===== config.mk =====
export PLATFORM = sky130hd
export DESIGN_NAME = tcp_top
export DESIGN_NICKNAME = d
export VERILOG_FILES = /design/src/logic/tcp_deadband.v /design/src/logic/tcp_top.v
export VERILOG_INCLUDE_DIRS = /design/src /design/src/logic
export SDC_FILE = /design/constraint.sdc
export NUM_CORES = 1
export LEC_CHECK = 0
export ABC_CLOCK_PERIOD_IN_PS = 20800
export BUFFER_PORTS_ARGS = -buffer_cell sky130_fd_sc_hd__buf_2
export CAP_MARGIN = 10
export CORE_UTILIZATION = 60
export CTS_BUF_LIST = sky130_fd_sc_hd__clkbuf_4
export CTS_CLUSTER_DIAMETER = 150
export CTS_CLUSTER_SIZE = 28
export DETAILED_ROUTE_END_ITERATION = 16
export GPL_ROUTABILITY_DRIVEN = 0
export GPL_TIMING_DRIVEN = 0
export PLACE_DENSITY = 0.84
export SYNTH_ARGS = -nofsm -noshare
export SYNTH_HDL_FRONTEND = slang
export SYNTH_HIERARCHICAL = 1
export SYNTH_SLANG_ARGS = --single-unit

===== constraint.sdc =====
create_clock -name clk -period 20.8 [get_ports clk]
set_input_delay 4.16 -clock clk [delete_from_list [all_inputs] [get_ports clk]]
set_output_delay 4.16 -clock clk [all_outputs]
set_load 0.03 [all_outputs]

===== src/logic/tcp_consts.vh =====
// Shared constants of the four-channel timer, counter and PWM unit.
`ifndef TCP_CONSTS_VH
`define TCP_CONSTS_VH

// ============================================================
// Register map: byte address = channel * stride + offset.
`define TCP_OFS_LSB         2
`define TCP_OFS_MSB         4
`define TCP_CH_LSB          5
`define TCP_CH_MSB          6
`define TCP_BANK_BIT        7
`define TCP_OFS_CTRL        3'h0
`define TCP_OFS_PERIOD      3'h1
`define TCP_OFS_COMPARE     3'h2
`define TCP_OFS_COUNT       3'h3
`define TCP_OFS_CAPTURE     3'h4
`define TCP_OFS_STATUS      3'h5

// ============================================================
// Control register fields.
`define TCP_CTRL_EN         0
`define TCP_CTRL_START      1
`define TCP_CTRL_MODE       2
`define TCP_CTRL_REL        4
`define TCP_CTRL_SRC        7
`define TCP_CTRL_COMP       9
`define TCP_CTRL_DB         16

// ============================================================
// Run modes and compare relations.
`define TCP_MODE_FREE       2'h0
`define TCP_MODE_ONESHOT    2'h1
`define TCP_MODE_GATED      2'h2
`define TCP_REL_LESS        3'h0
`define TCP_REL_LESS_EQUAL  3'h1
`define TCP_REL_EQUAL       3'h2
`define TCP_REL_GREATER_EQ  3'h3
`define TCP_REL_GREATER     3'h4

// ============================================================
// Reset values.
`define TCP_PERIOD_RST      16'hffff
`define TCP_COMPARE_RST     16'h0000
`define TCP_COUNT_RST       16'hffff
`define TCP_DB_RST          8'h00
`define TCP_WORD_ZERO       32'h0000_0000

`endif


===== src/logic/tcp_deadband.v =====
// Deadband generator that splits one PWM level into a true and complementary pair.
`timescale 1ns/100ps
`default_nettype none

module tcp_deadband #(
    parameter DBW = 8
) (
    // Clock and reset.
    input  wire           clk,
    input  wire           rst,
    // Control.
    input  wire           pwm_in,
    input  wire           comp_en,
    input  wire           kill,
    input  wire [DBW-1:0] db_len,
    // Outputs.
    output reg            out_p,
    output reg            out_n
);

    reg           prev_ff;
    reg [DBW-1:0] dly_ff;
    wire          change;
    wire          settled;

    assign change  = pwm_in ^ prev_ff;
    assign settled = ~change & (dly_ff == {DBW{1'b0}});

    // ============================================================
    // Gap timer.
    // Every edge of the level restarts the gap, so both sides stay low for
    // db_len + 1 cycles; the leaving side drops at once.
    always @(posedge clk or posedge rst) begin
        if (rst) begin
            prev_ff <= 1'b0;
            dly_ff  <= {DBW{1'b0}};
        end else begin
            prev_ff <= pwm_in;
            if (change) begin
                dly_ff <= db_len;
            end else if (dly_ff != {DBW{1'b0}}) begin
                dly_ff <= dly_ff - {{(DBW-1){1'b0}}, 1'b1};
            end
        end
    end

    // ============================================================
    // Output pair.
    always @(posedge clk or posedge rst) begin
        if (rst) begin
            out_p <= 1'b0;
            out_n <= 1'b0;
        end else if (kill) begin
            out_p <= 1'b0;
            out_n <= 1'b0;
        end else if (!comp_en) begin
            out_p <= pwm_in;
            out_n <= 1'b0;
        end else begin
            out_p <= pwm_in & settled;
            out_n <= ~pwm_in & settled;
        end
    end

endmodule
`default_nettype wire


===== src/logic/tcp_top.v =====
// Four-channel 16-bit down-counting timer, counter and PWM unit with register port.
//
// Contract
// - Each channel is a 16-bit counter that only counts down.
// - Four independent timer, counter and PWM channels are provided.
// - Each channel picks its count tick from several selectable sources.
// - Each channel drives compare, terminal count and optional complementary compare outputs.
// - Compare relation selectable: less, less-equal, equal, greater-equal, greater.
// - Period reloads on start, on the reset input and at terminal count.
// - Run modes are free running, one-shot and enable-gated counting.
// - One-shot mode halts at end of period instead of reloading.
// - Gated mode counts only on ticks while enable input is high.
// - Timer reset and capture inputs; capture stores the full 16-bit count.
// - Kill input forces both compare outputs inactive regardless of comparator.
// - True and complementary outputs are separated by a deadband, never both high.
//
// Decided for this implementation: the address-and-strobe port and the register addresses.
`timescale 1ns/100ps
`default_nettype none
`include "tcp_consts.vh"

module tcp_top #(
    parameter NCH = 4,
    parameter CW  = 16,
    parameter DBW = 8,
    parameter AW  = 8
) (
    // Clock and reset.
    input  wire            clk,
    input  wire            rst,
    // Register port.
    input  wire [AW-1:0]   addr,
    input  wire [31:0]     wdata,
    input  wire            wr,
    input  wire            rd,
    output reg  [31:0]     rdata,
    // Count tick sources beside the system clock.
    input  wire [2:0]      src_tick_in,
    // Per-channel control inputs.
    input  wire [NCH-1:0]  cap_in,
    input  wire [NCH-1:0]  trst_in,
    input  wire [NCH-1:0]  en_in,
    input  wire [NCH-1:0]  kill_in,
    // Per-channel outputs.
    output wire [NCH-1:0]  cmp_out,
    output wire [NCH-1:0]  cmp_n_out,
    output wire [NCH-1:0]  tc_out
);

    // ============================================================
    // Channel run states.
    localparam [2:0] ST_IDLE = 3'b001;
    localparam [2:0] ST_RUN  = 3'b010;
    localparam [2:0] ST_HALT = 3'b100;

    // ============================================================
    // Address decode shared by all channels.
    wire [2:0]        ofs;
    wire [1:0]        ch_sel;
    wire              bank_ok;
    wire [NCH*32-1:0] ch_rd;

    assign ofs     = addr[`TCP_OFS_MSB:`TCP_OFS_LSB];
    assign ch_sel  = addr[`TCP_CH_MSB:`TCP_CH_LSB];
    assign bank_ok = ~addr[`TCP_BANK_BIT];

    // ============================================================
    // Comparator relation between the count and the compare value.
    function cmp_rel;
        input [2:0]    rel;
        input [CW-1:0] cnt;
        input [CW-1:0] val;
        begin
            case (rel)
                `TCP_REL_LESS:       cmp_rel = (cnt <  val);
                `TCP_REL_LESS_EQUAL: cmp_rel = (cnt <= val);
                `TCP_REL_EQUAL:      cmp_rel = (cnt == val);
                `TCP_REL_GREATER_EQ: cmp_rel = (cnt >= val);
                `TCP_REL_GREATER:    cmp_rel = (cnt >  val);
                default:             cmp_rel = 1'b0;
            endcase
        end
    endfunction

    // ============================================================
    // Channels.
    genvar i;
    generate
        for (i = 0; i < NCH; i = i + 1) begin : g_ch
            reg  [CW-1:0]  period_ff;
            reg  [CW-1:0]  compare_ff;
            reg  [CW-1:0]  cnt_ff;
            reg  [CW-1:0]  cap_ff;
            reg            en_ff;
            reg            comp_ff;
            reg  [1:0]     mode_ff;
            reg  [1:0]     src_ff;
            reg  [2:0]     rel_ff;
            reg  [DBW-1:0] db_ff;
            reg  [2:0]     st_ff;
            reg            tc_ff;
            reg            cap_prev_ff;
            reg            cap_full_ff;
            reg  [CW-1:0]  nxt_cnt;
            reg  [2:0]     nxt_st;
            reg  [31:0]    rd_word;
            wire           hit;
            wire           wr_ctrl;
            wire           start;
            wire [3:0]     ticks;
            wire           tick;
            wire           gate;
            wire           count_edge;
            wire           reload;
            wire           cap_evt;
            wire           cmp_raw;

            assign hit     = bank_ok & (ch_sel == i[1:0]);
            assign wr_ctrl = wr & hit & (ofs == `TCP_OFS_CTRL);
            assign start   = wr_ctrl & wdata[`TCP_CTRL_START];

            // Source 0 is every clock; the others are external tick strobes.
            assign ticks = {src_tick_in, 1'b1};
            assign tick  = ticks[src_ff];
            // The inputs are used as they come; the far side keeps them synchronous.
            assign gate  = (mode_ff == `TCP_MODE_GATED) ? en_in[i] : 1'b1;
            assign count_edge = (st_ff == ST_RUN) & en_ff & tick & gate;
            assign reload  = start | trst_in[i];
            assign cap_evt = cap_in[i] & ~cap_prev_ff;

            // ----------------------------------------------------
            // Configuration registers.
            always @(posedge clk or posedge rst) begin
                if (rst) begin
                    period_ff  <= `TCP_PERIOD_RST;
                    compare_ff <= `TCP_COMPARE_RST;
                    en_ff      <= 1'b0;
                    comp_ff    <= 1'b0;
                    mode_ff    <= `TCP_MODE_FREE;
                    src_ff     <= 2'h0;
                    rel_ff     <= `TCP_REL_LESS;
                    db_ff      <= `TCP_DB_RST;
                end else if (wr & hit) begin
                    case (ofs)
                        `TCP_OFS_CTRL: begin
                            en_ff   <= wdata[`TCP_CTRL_EN];
                            mode_ff <= wdata[`TCP_CTRL_MODE +: 2];
                            rel_ff  <= wdata[`TCP_CTRL_REL +: 3];
                            src_ff  <= wdata[`TCP_CTRL_SRC +: 2];
                            comp_ff <= wdata[`TCP_CTRL_COMP];
                            db_ff   <= wdata[`TCP_CTRL_DB +: DBW];
                        end
                        `TCP_OFS_PERIOD: begin
                            period_ff <= wdata[CW-1:0];
                        end
                        `TCP_OFS_COMPARE: begin
                            compare_ff <= wdata[CW-1:0];
                        end
                        default: begin
                            period_ff <= period_ff;
                        end
                    endcase
                end
            end

            // ----------------------------------------------------
            // Next count and run state.
            always @* begin
                nxt_cnt = cnt_ff;
                nxt_st  = st_ff;
                case (st_ff)
                    ST_IDLE: begin
                        if (start) begin
                            nxt_st = ST_RUN;
                        end
                    end
                    ST_RUN: begin
                        if (count_edge && cnt_ff == {CW{1'b0}}) begin
                            if (mode_ff == `TCP_MODE_ONESHOT) begin
                                nxt_st = ST_HALT;
                            end else begin
                                nxt_cnt = period_ff;
                            end
                        end else if (count_edge) begin
                            nxt_cnt = cnt_ff - {{(CW-1){1'b0}}, 1'b1};
                        end
                    end
                    ST_HALT: begin
                        if (reload) begin
                            nxt_st = ST_RUN;
                        end
                    end
                    default: begin
                        nxt_st = ST_IDLE;
                    end
                endcase
                // A start or timer reset outranks the count in the same cycle.
                if (reload) begin
                    nxt_cnt = period_ff;
                end
            end

            always @(posedge clk or posedge rst) begin
                if (rst) begin
                    cnt_ff <= `TCP_COUNT_RST;
                    st_ff  <= ST_IDLE;
                    tc_ff  <= 1'b0;
                end else begin
                    cnt_ff <= nxt_cnt;
                    st_ff  <= nxt_st;
                    // High exactly while a running count rests at zero.
                    tc_ff  <= (nxt_st == ST_RUN) & (nxt_cnt == {CW{1'b0}});
                end
            end

            // ----------------------------------------------------
            // Capture on the rising edge of the capture input.
            always @(posedge clk or posedge rst) begin
                if (rst) begin
                    cap_prev_ff <= 1'b0;
                    cap_ff      <= {CW{1'b0}};
                    cap_full_ff <= 1'b0;
                end else begin
                    cap_prev_ff <= cap_in[i];
                    if (cap_evt) begin
                        cap_ff      <= cnt_ff;
                        cap_full_ff <= 1'b1;
                    end else if (rd & hit & (ofs == `TCP_OFS_CAPTURE)) begin
                        cap_full_ff <= 1'b0;
                    end
                end
            end

            // ----------------------------------------------------
            // Compare output, kill and deadband.
            assign cmp_raw = (st_ff != ST_IDLE) & cmp_rel(rel_ff, cnt_ff, compare_ff);

            tcp_deadband #(
                .DBW     (DBW)
            ) u_db (
                .clk     (clk),
                .rst     (rst),
                .pwm_in  (cmp_raw),
                .comp_en (comp_ff),
                .kill    (kill_in[i]),
                .db_len  (db_ff),
                .out_p   (cmp_out[i]),
                .out_n   (cmp_n_out[i])
            );

            assign tc_out[i] = tc_ff;

            // ----------------------------------------------------
            // Read view of this channel.
            always @* begin
                rd_word = `TCP_WORD_ZERO;
                case (ofs)
                    `TCP_OFS_CTRL: begin
                        rd_word[`TCP_CTRL_EN]         = en_ff;
                        rd_word[`TCP_CTRL_MODE +: 2]  = mode_ff;
                        rd_word[`TCP_CTRL_REL +: 3]   = rel_ff;
                        rd_word[`TCP_CTRL_SRC +: 2]   = src_ff;
                        rd_word[`TCP_CTRL_COMP]       = comp_ff;
                        rd_word[`TCP_CTRL_DB +: DBW]  = db_ff;
                    end
                    `TCP_OFS_PERIOD: begin
                        rd_word[CW-1:0] = period_ff;
                    end
                    `TCP_OFS_COMPARE: begin
                        rd_word[CW-1:0] = compare_ff;
                    end
                    `TCP_OFS_COUNT: begin
                        // Plain look at the live count; the counter is untouched.
                        rd_word[CW-1:0] = cnt_ff;
                    end
                    `TCP_OFS_CAPTURE: begin
                        rd_word[CW-1:0] = cap_ff;
                    end
                    `TCP_OFS_STATUS: begin
                        rd_word[5:0] = {cap_full_ff, cmp_raw, tc_ff, st_ff};
                    end
                    default: begin
                        rd_word = `TCP_WORD_ZERO;
                    end
                endcase
            end

            assign ch_rd[i*32 +: 32] = rd_word;
        end
    endgenerate

    // ============================================================
    // Read data register: valid only in the cycle after the strobe.
    always @(posedge clk or posedge rst) begin
        if (rst) begin
            rdata <= `TCP_WORD_ZERO;
        end else if (rd && bank_ok) begin
            rdata <= ch_rd[ch_sel*32 +: 32];
        end else begin
            rdata <= `TCP_WORD_ZERO;
        end
    end

endmodule
`default_nettype wire


After elaboration in Yosys (flattened, before gate mapping)
Cells that the tools add are included.

Register bits after elaboration: 424. Latch bits: 0. RAM bits: 0. ROM bits: 0. Input bits: 63. Output and inout port bits: 44. Word-level logic and storage cells: 399. Memories: 0.

$add $sub $neg: 8. Multipliers: 0. Div/mod/pow operators: 0. $lt $le $gt $ge: 20. Equal/unequal tests: 56. Shift operators: 1. Multiplexer cells: 113. Bitwise logic cells: 81. Reduce and logical (&&, ||, !) cells: 47.

Operators by type and width (count): two-way mux 16 bit (20); logical NOT 16 bit (8); indexed part select 128 x 8 -> 32 bit (1); two-way mux 8 bit (12); case mux 4 bit (6 select lines) (4); case mux 6 bit (4 select lines) (4); case mux 4 bit (5 select lines) (4); == test 16 bit (4); greater-or-equal comparator 16 bit (4); greater-than comparator 16 bit (4); less-or-equal comparator 16 bit (4); less-than comparator 16 bit (4); subtractor 16 x 1 -> 16 bit (second input constant) (4); AND 1 bit (60); == test 3 x 2 -> 1 bit (second input constant) (18); two-way mux 3 bit (16); case mux 1 bit (5 select lines) (8); case mux 3 bit (3 select lines) (4); logical NOT 8 bit (4); two-way mux 1 bit (32); two-way mux 32 bit (1); nonzero test 8 bit (4); subtractor 8 x 1 -> 8 bit (second input constant) (4); == test 3 bit (second input constant) (10); other kinds (15) (88).

Longest topological paths before layout
Depth in word-level cells: 10. Gate-level depth with buffers: 12. Gate-level depth less buffers: 11.

Cells and area by module
Netlist, hierarchy kept.

By module, submodules not included: tcp_top (instances 1, cells each 2134, area each 21607.0 µm², sequential area each 9474.1 µm²); tcp_deadband (instances 4, cells each 64, area each 648.1 µm², sequential area each 275.3 µm²).

Least setup slack after synthesis
Ideal clock, no wire load.

Path type: input to register. From: in addr[6]. To: reg g_ch[0].tc_ff. Library setup time: 96 ps. Data arrival time: 6390 ps. Required time: 20704 ps. Slack: 14315 ps. Cell stages on the path: 10. Path buffers: 2. Path through: buf_2 > nor4b_4 > and2_1 > buf_2 > a21oi_2 > nand2_1 > o2bb2ai_1 > or4_1 > or4b_1 > nor4_2.

Elaborated cells between the ends (all ways): 13. Classes of those cells: 1 x eq/ne; 4 x mux; 6 x bitwise; 2 x reduce/logical.

RTL lines: start: declaration (RTL line tcp_top.v:32) `input wire [AW-1:0] addr,`; logical NOT 2 bit (RTL line tcp_top.v:118) `assign hit = bank_ok & (ch_sel == i[1:0]);`; AND 1 bit (RTL line tcp_top.v:118); AND 1 bit (2 in a row) (RTL line tcp_top.v:119) `` assign wr_ctrl = wr & hit & (ofs == `TCP_OFS_CTRL); ``; AND 1 bit (RTL line tcp_top.v:120) `` assign start = wr_ctrl & wdata[`TCP_CTRL_START]; ``; OR 1 bit (RTL line tcp_top.v:128) `assign reload = start | trst_in[i];`; two-way mux 16 bit (RTL line tcp_top.v:198) `if (reload) begin`; via g_ch[0].nxt_cnt[9] (RTL line tcp_top.v:104) `reg [CW-1:0] nxt_cnt;`; logical NOT 16 bit (RTL line tcp_top.v:212) `tc_ff <= (nxt_st == ST_RUN) & (nxt_cnt == {CW{1'b0}});`; AND 1 bit (RTL line tcp_top.v:212); end signal: assignment (RTL line tcp_top.v:212); end: declaration (RTL line tcp_top.v:101) `reg tc_ff;`.

The timed path passes the listed nets, and every way through them passes these cells. A chain may end at the register's enable or synchronous reset.

Final worst setup path
From: in addr[2]. To: reg rdata[0].

Longest elaborated chain between the ends: 4. Elaborated cells between the ends (all ways): 12. Classes of those cells: 5 x eq/ne; 1 x shift; 5 x mux; 1 x reduce/logical.

RTL lines: == test 3 bit, or another cell as far along (RTL line tcp_top.v:257) `case (ofs)`; case mux 1 bit (6 select lines) (RTL line tcp_top.v:257); indexed part select 128 x 8 -> 32 bit (*) (RTL line tcp_top.v:298) `rdata <= ch_rd[ch_sel*32 +: 32];`; two-way mux 32 bit (*) (RTL line tcp_top.v:297) `end else if (rd && bank_ok) begin`; end signal: assignment (RTL line tcp_top.v:296) `` rdata <= `TCP_WORD_ZERO; ``; end signal: assignment (RTL line tcp_top.v:298); end signal: assignment (RTL line tcp_top.v:300) `` rdata <= `TCP_WORD_ZERO; ``; end: declaration (RTL line tcp_top.v:36) `output reg [31:0] rdata,`.

Every way passes the cells marked *; elsewhere a longest branch is shown, timed or not.

==> impl_metrics.yaml <==
run_status:
  outcome: "complete, but fails checks"
  violations: "max-capacitance violations, max-slew violations"
synthesis:
  netlist_instances: 2390
  ys_async_sr_fraction_pct: 100
  synth_edf_count: 0
  syn-cell-area_um2: 24200
  ys_warn_count: 6
  ys_types: 103
  synth.avg_cell_area_um2: 10.1
  ys_ff_latch: 416
  synth_flop_cell: "dfrtp_1"
  ys_seq_area_share_pct: 43.7
floorplan:
  io_pins: 107
  start_util_pct: 60.9
  core_region_area_um2: 39700
  die_w_um: 203
  rows: 73
  dieArea_um2: 41100
  die_h_um: 203
timing:
  hold_viol_final: 0
  drv_slew: 2
  fin_crit_ps: 8160
  setup_viol: 0
  worstMarginPinSlew_ps: 1520
  fmax_ghz: 0.123
  relSlewSlack_pct: -2.22
  finalSetupTns_ps: 0
  finalClockSkew_ps: 36.9
  finalCritPeriodShare_pct: 39.2
  rsz0062_at_grt: "false"
  whs_ps: 524
worst_setup_path:
  reg2reg_from: "g_ch[0].cnt_ff[14]"
  critPathKind: "in -> reg"
  crit_arrival_ps: 8820
  startpoint: "addr[2]"
  end_kind: "register"
  cp-start-kind: "input port"
  cp.required_ps: 21450
  critPathMaxFanout: 10
clocking:
  clock_tree.htree_level_count: 1
  post-cts-setup-buffers: 0
  clk_pin_slew_ps: 310
  hold_buffers: 0
  cts_buffer_depth: 3
  cts-root-buf: "clkbuf_4"
  clock_sinks: 416
  cts_tree: "built"
  clk_latency_ps: 830
  ctsResizeCount: 0
  cts_buffers: 18
grt:
  grt_max_degree: 120
  grt_antenna_before_repair: 5
  grt_remaining_overflow: 0
  grt_pass1_wl_um: 125000
  grt_pass1_vias: 21000
  grtUsageTotal_pct: 40.0
power:
  combinationalPowerShare_pct: 29.1
  max-vdd-ir-drop_uv: 58.7
  seq_power_share_pct: 54.8
  p_leak_nw: 11.0
  netSwitchingPower_uw: 748
  p_int_mw: 1.29
  p_clk_share_pct: 16.1
  powerDensity_nw_per_um2: 79.5
  swShare_pct: 36.6
final_layout:
  multi_input_comb_area_um2: 12600
  register_area_um2: 10600
  fin_area_um2: 25700
  final_cells: 3050
  area_growth_pct: 6.19
  final_common_cell: "dfrtp_1"
  final_cell_mix: "dfrtp_1 (284), nand2_1 (283), mux2_2 (228), nor2_1 (139), dfstp_2 (132)"
  drive_gt1_share_pct: 24.7
  fill_cells: 3077
  utilization_pct: 64.7
  nets: 2648
drt:
  wl_um: 82700
  vias: 21900
  via_per_inst: 7.16
  drt_first_pass_iters: 9
  first_iter_violations: 3425
  wire_per_inst_um: 27.1
  drc_errors: 0
  antenna_left: 0
placement:
  io_buffers: 87
  dp_cells: 3012
  hpwlAfterDp_um: 60100
  dpl_cell_area_um2: 25400
min_path:
  hold_path.class: "reg -> reg"
  hold_start: "g_ch[2].cap_ff[5]"
flow_run:
  max_cap_violations: 1
-- per-layer routing --
layer	wire length, um	up-vias	track usage (%)	part of all wire (%)
met3	12800	546	14.9	15
met5	175	-	3.10	0.21
li1	-	9000	-	-
met1	28600	10400	49.9	35
met2	34300	1946	58.1	41
met4	6920	10	25.8	8.4
-- flip-flops by register name, summed over array words and instances (netlist names), 12 cells and up --
name              flops
g_ch.cap_ff          64
g_ch.cnt_ff          64
g_ch.compare_ff      64
g_ch.db_ff           32
g_ch.period_ff       64
g_ch.rel_ff          12
g_ch.st_ff           12
g_ch.u_db/dly_ff     32
rdata                24
-- path summary, 6_finish.rpt --
path	depth (start not counted)	endpoint	slack, ps
setup / recovery	9	rdata[0]	12640
setup reg to reg	10	g_ch[0].u_db/dly_ff[6]	16860
min in group asynchronous	2	g_ch[3].u_db/dly_ff[6]	3390
hold / removal	2	g_ch[2].cap_ff[5]	520
hold reg to reg	2	g_ch[2].cap_ff[5]	520
max in group asynchronous	5	g_ch[1].cnt_ff[3]	15540
-- Yosys cell counts, drive strengths merged (41+ instances only) --
cell type	instances	area share, %
mux2i	52	2.2
a21oi	108	2.3
o21ai	119	2.5
inv	101	1.6
nand2	284	4.4
nand4	42	1.1
nor2	139	2.2
mux2	228	11
a22oi	62	1.9
ha	76	3.9
clkbuf	96	1.5
dfrtp	284	29
buf	52	1.3
dfstp	132	14
nor3	41	0.97
-- cells by family after synthesis --
| group | synth area share, % |
|---|---|
| AND/OR/NAND/NOR | 17.5 |
| AO/OA/AOI/OAI | 15.0 |
| flip-flops | 43.7 |
| multiplexers | 14.3 |
| buffers and inverters | 4.42 |
| adder cells (fa/ha/maj) | 3.93 |
| XOR/XNOR | 1.12 |
| other | 0.0155 |
-- final cells by class --
class / instances / area share [%]
clock buffers: 31 / 0.906
plain buffers: 148 / 2.68
repair buffers: 92 / 2.06
flip-flops and latches: 416 / 41.2
multi-input cells: 1732 / 49.0
clock inverters: 1 / 0.117
inverters: 101 / 1.50
diodes: 4 / 0.0390
well taps: 525 / 2.56
-- metrics by stage --
step	setup slack, ps	power [mW]
2_1_floorplan	6530	1.49
3_3_place_gp	2690	1.65
3_5_place_dp	12770	1.69
4_1_cts	13650	2.01
5_1_grt	13140	2.12
6_report	12640	2.04
-- critical path, stage by stage --
cell and delay (ps):
buf_2 180, buf_2 300, buf_1 860, clkbuf_1 850, nor2_1 450, a22oi_1 290
o22ai_1 160, o21ai_0 1230, a21oi_1 320
-- power groups by stage --
stage	Sequential (mW)	Clock, mW	Combinational, mW
floorplan	1.07	0	0.427
global placement	1.11	0	0.535
detailed placement	1.12	0	0.570
CTS	1.11	0.327	0.574
global route	1.13	0.351	0.641
finish	1.12	0.329	0.594
No activity file was read; power rests on OpenSTA's default activity.
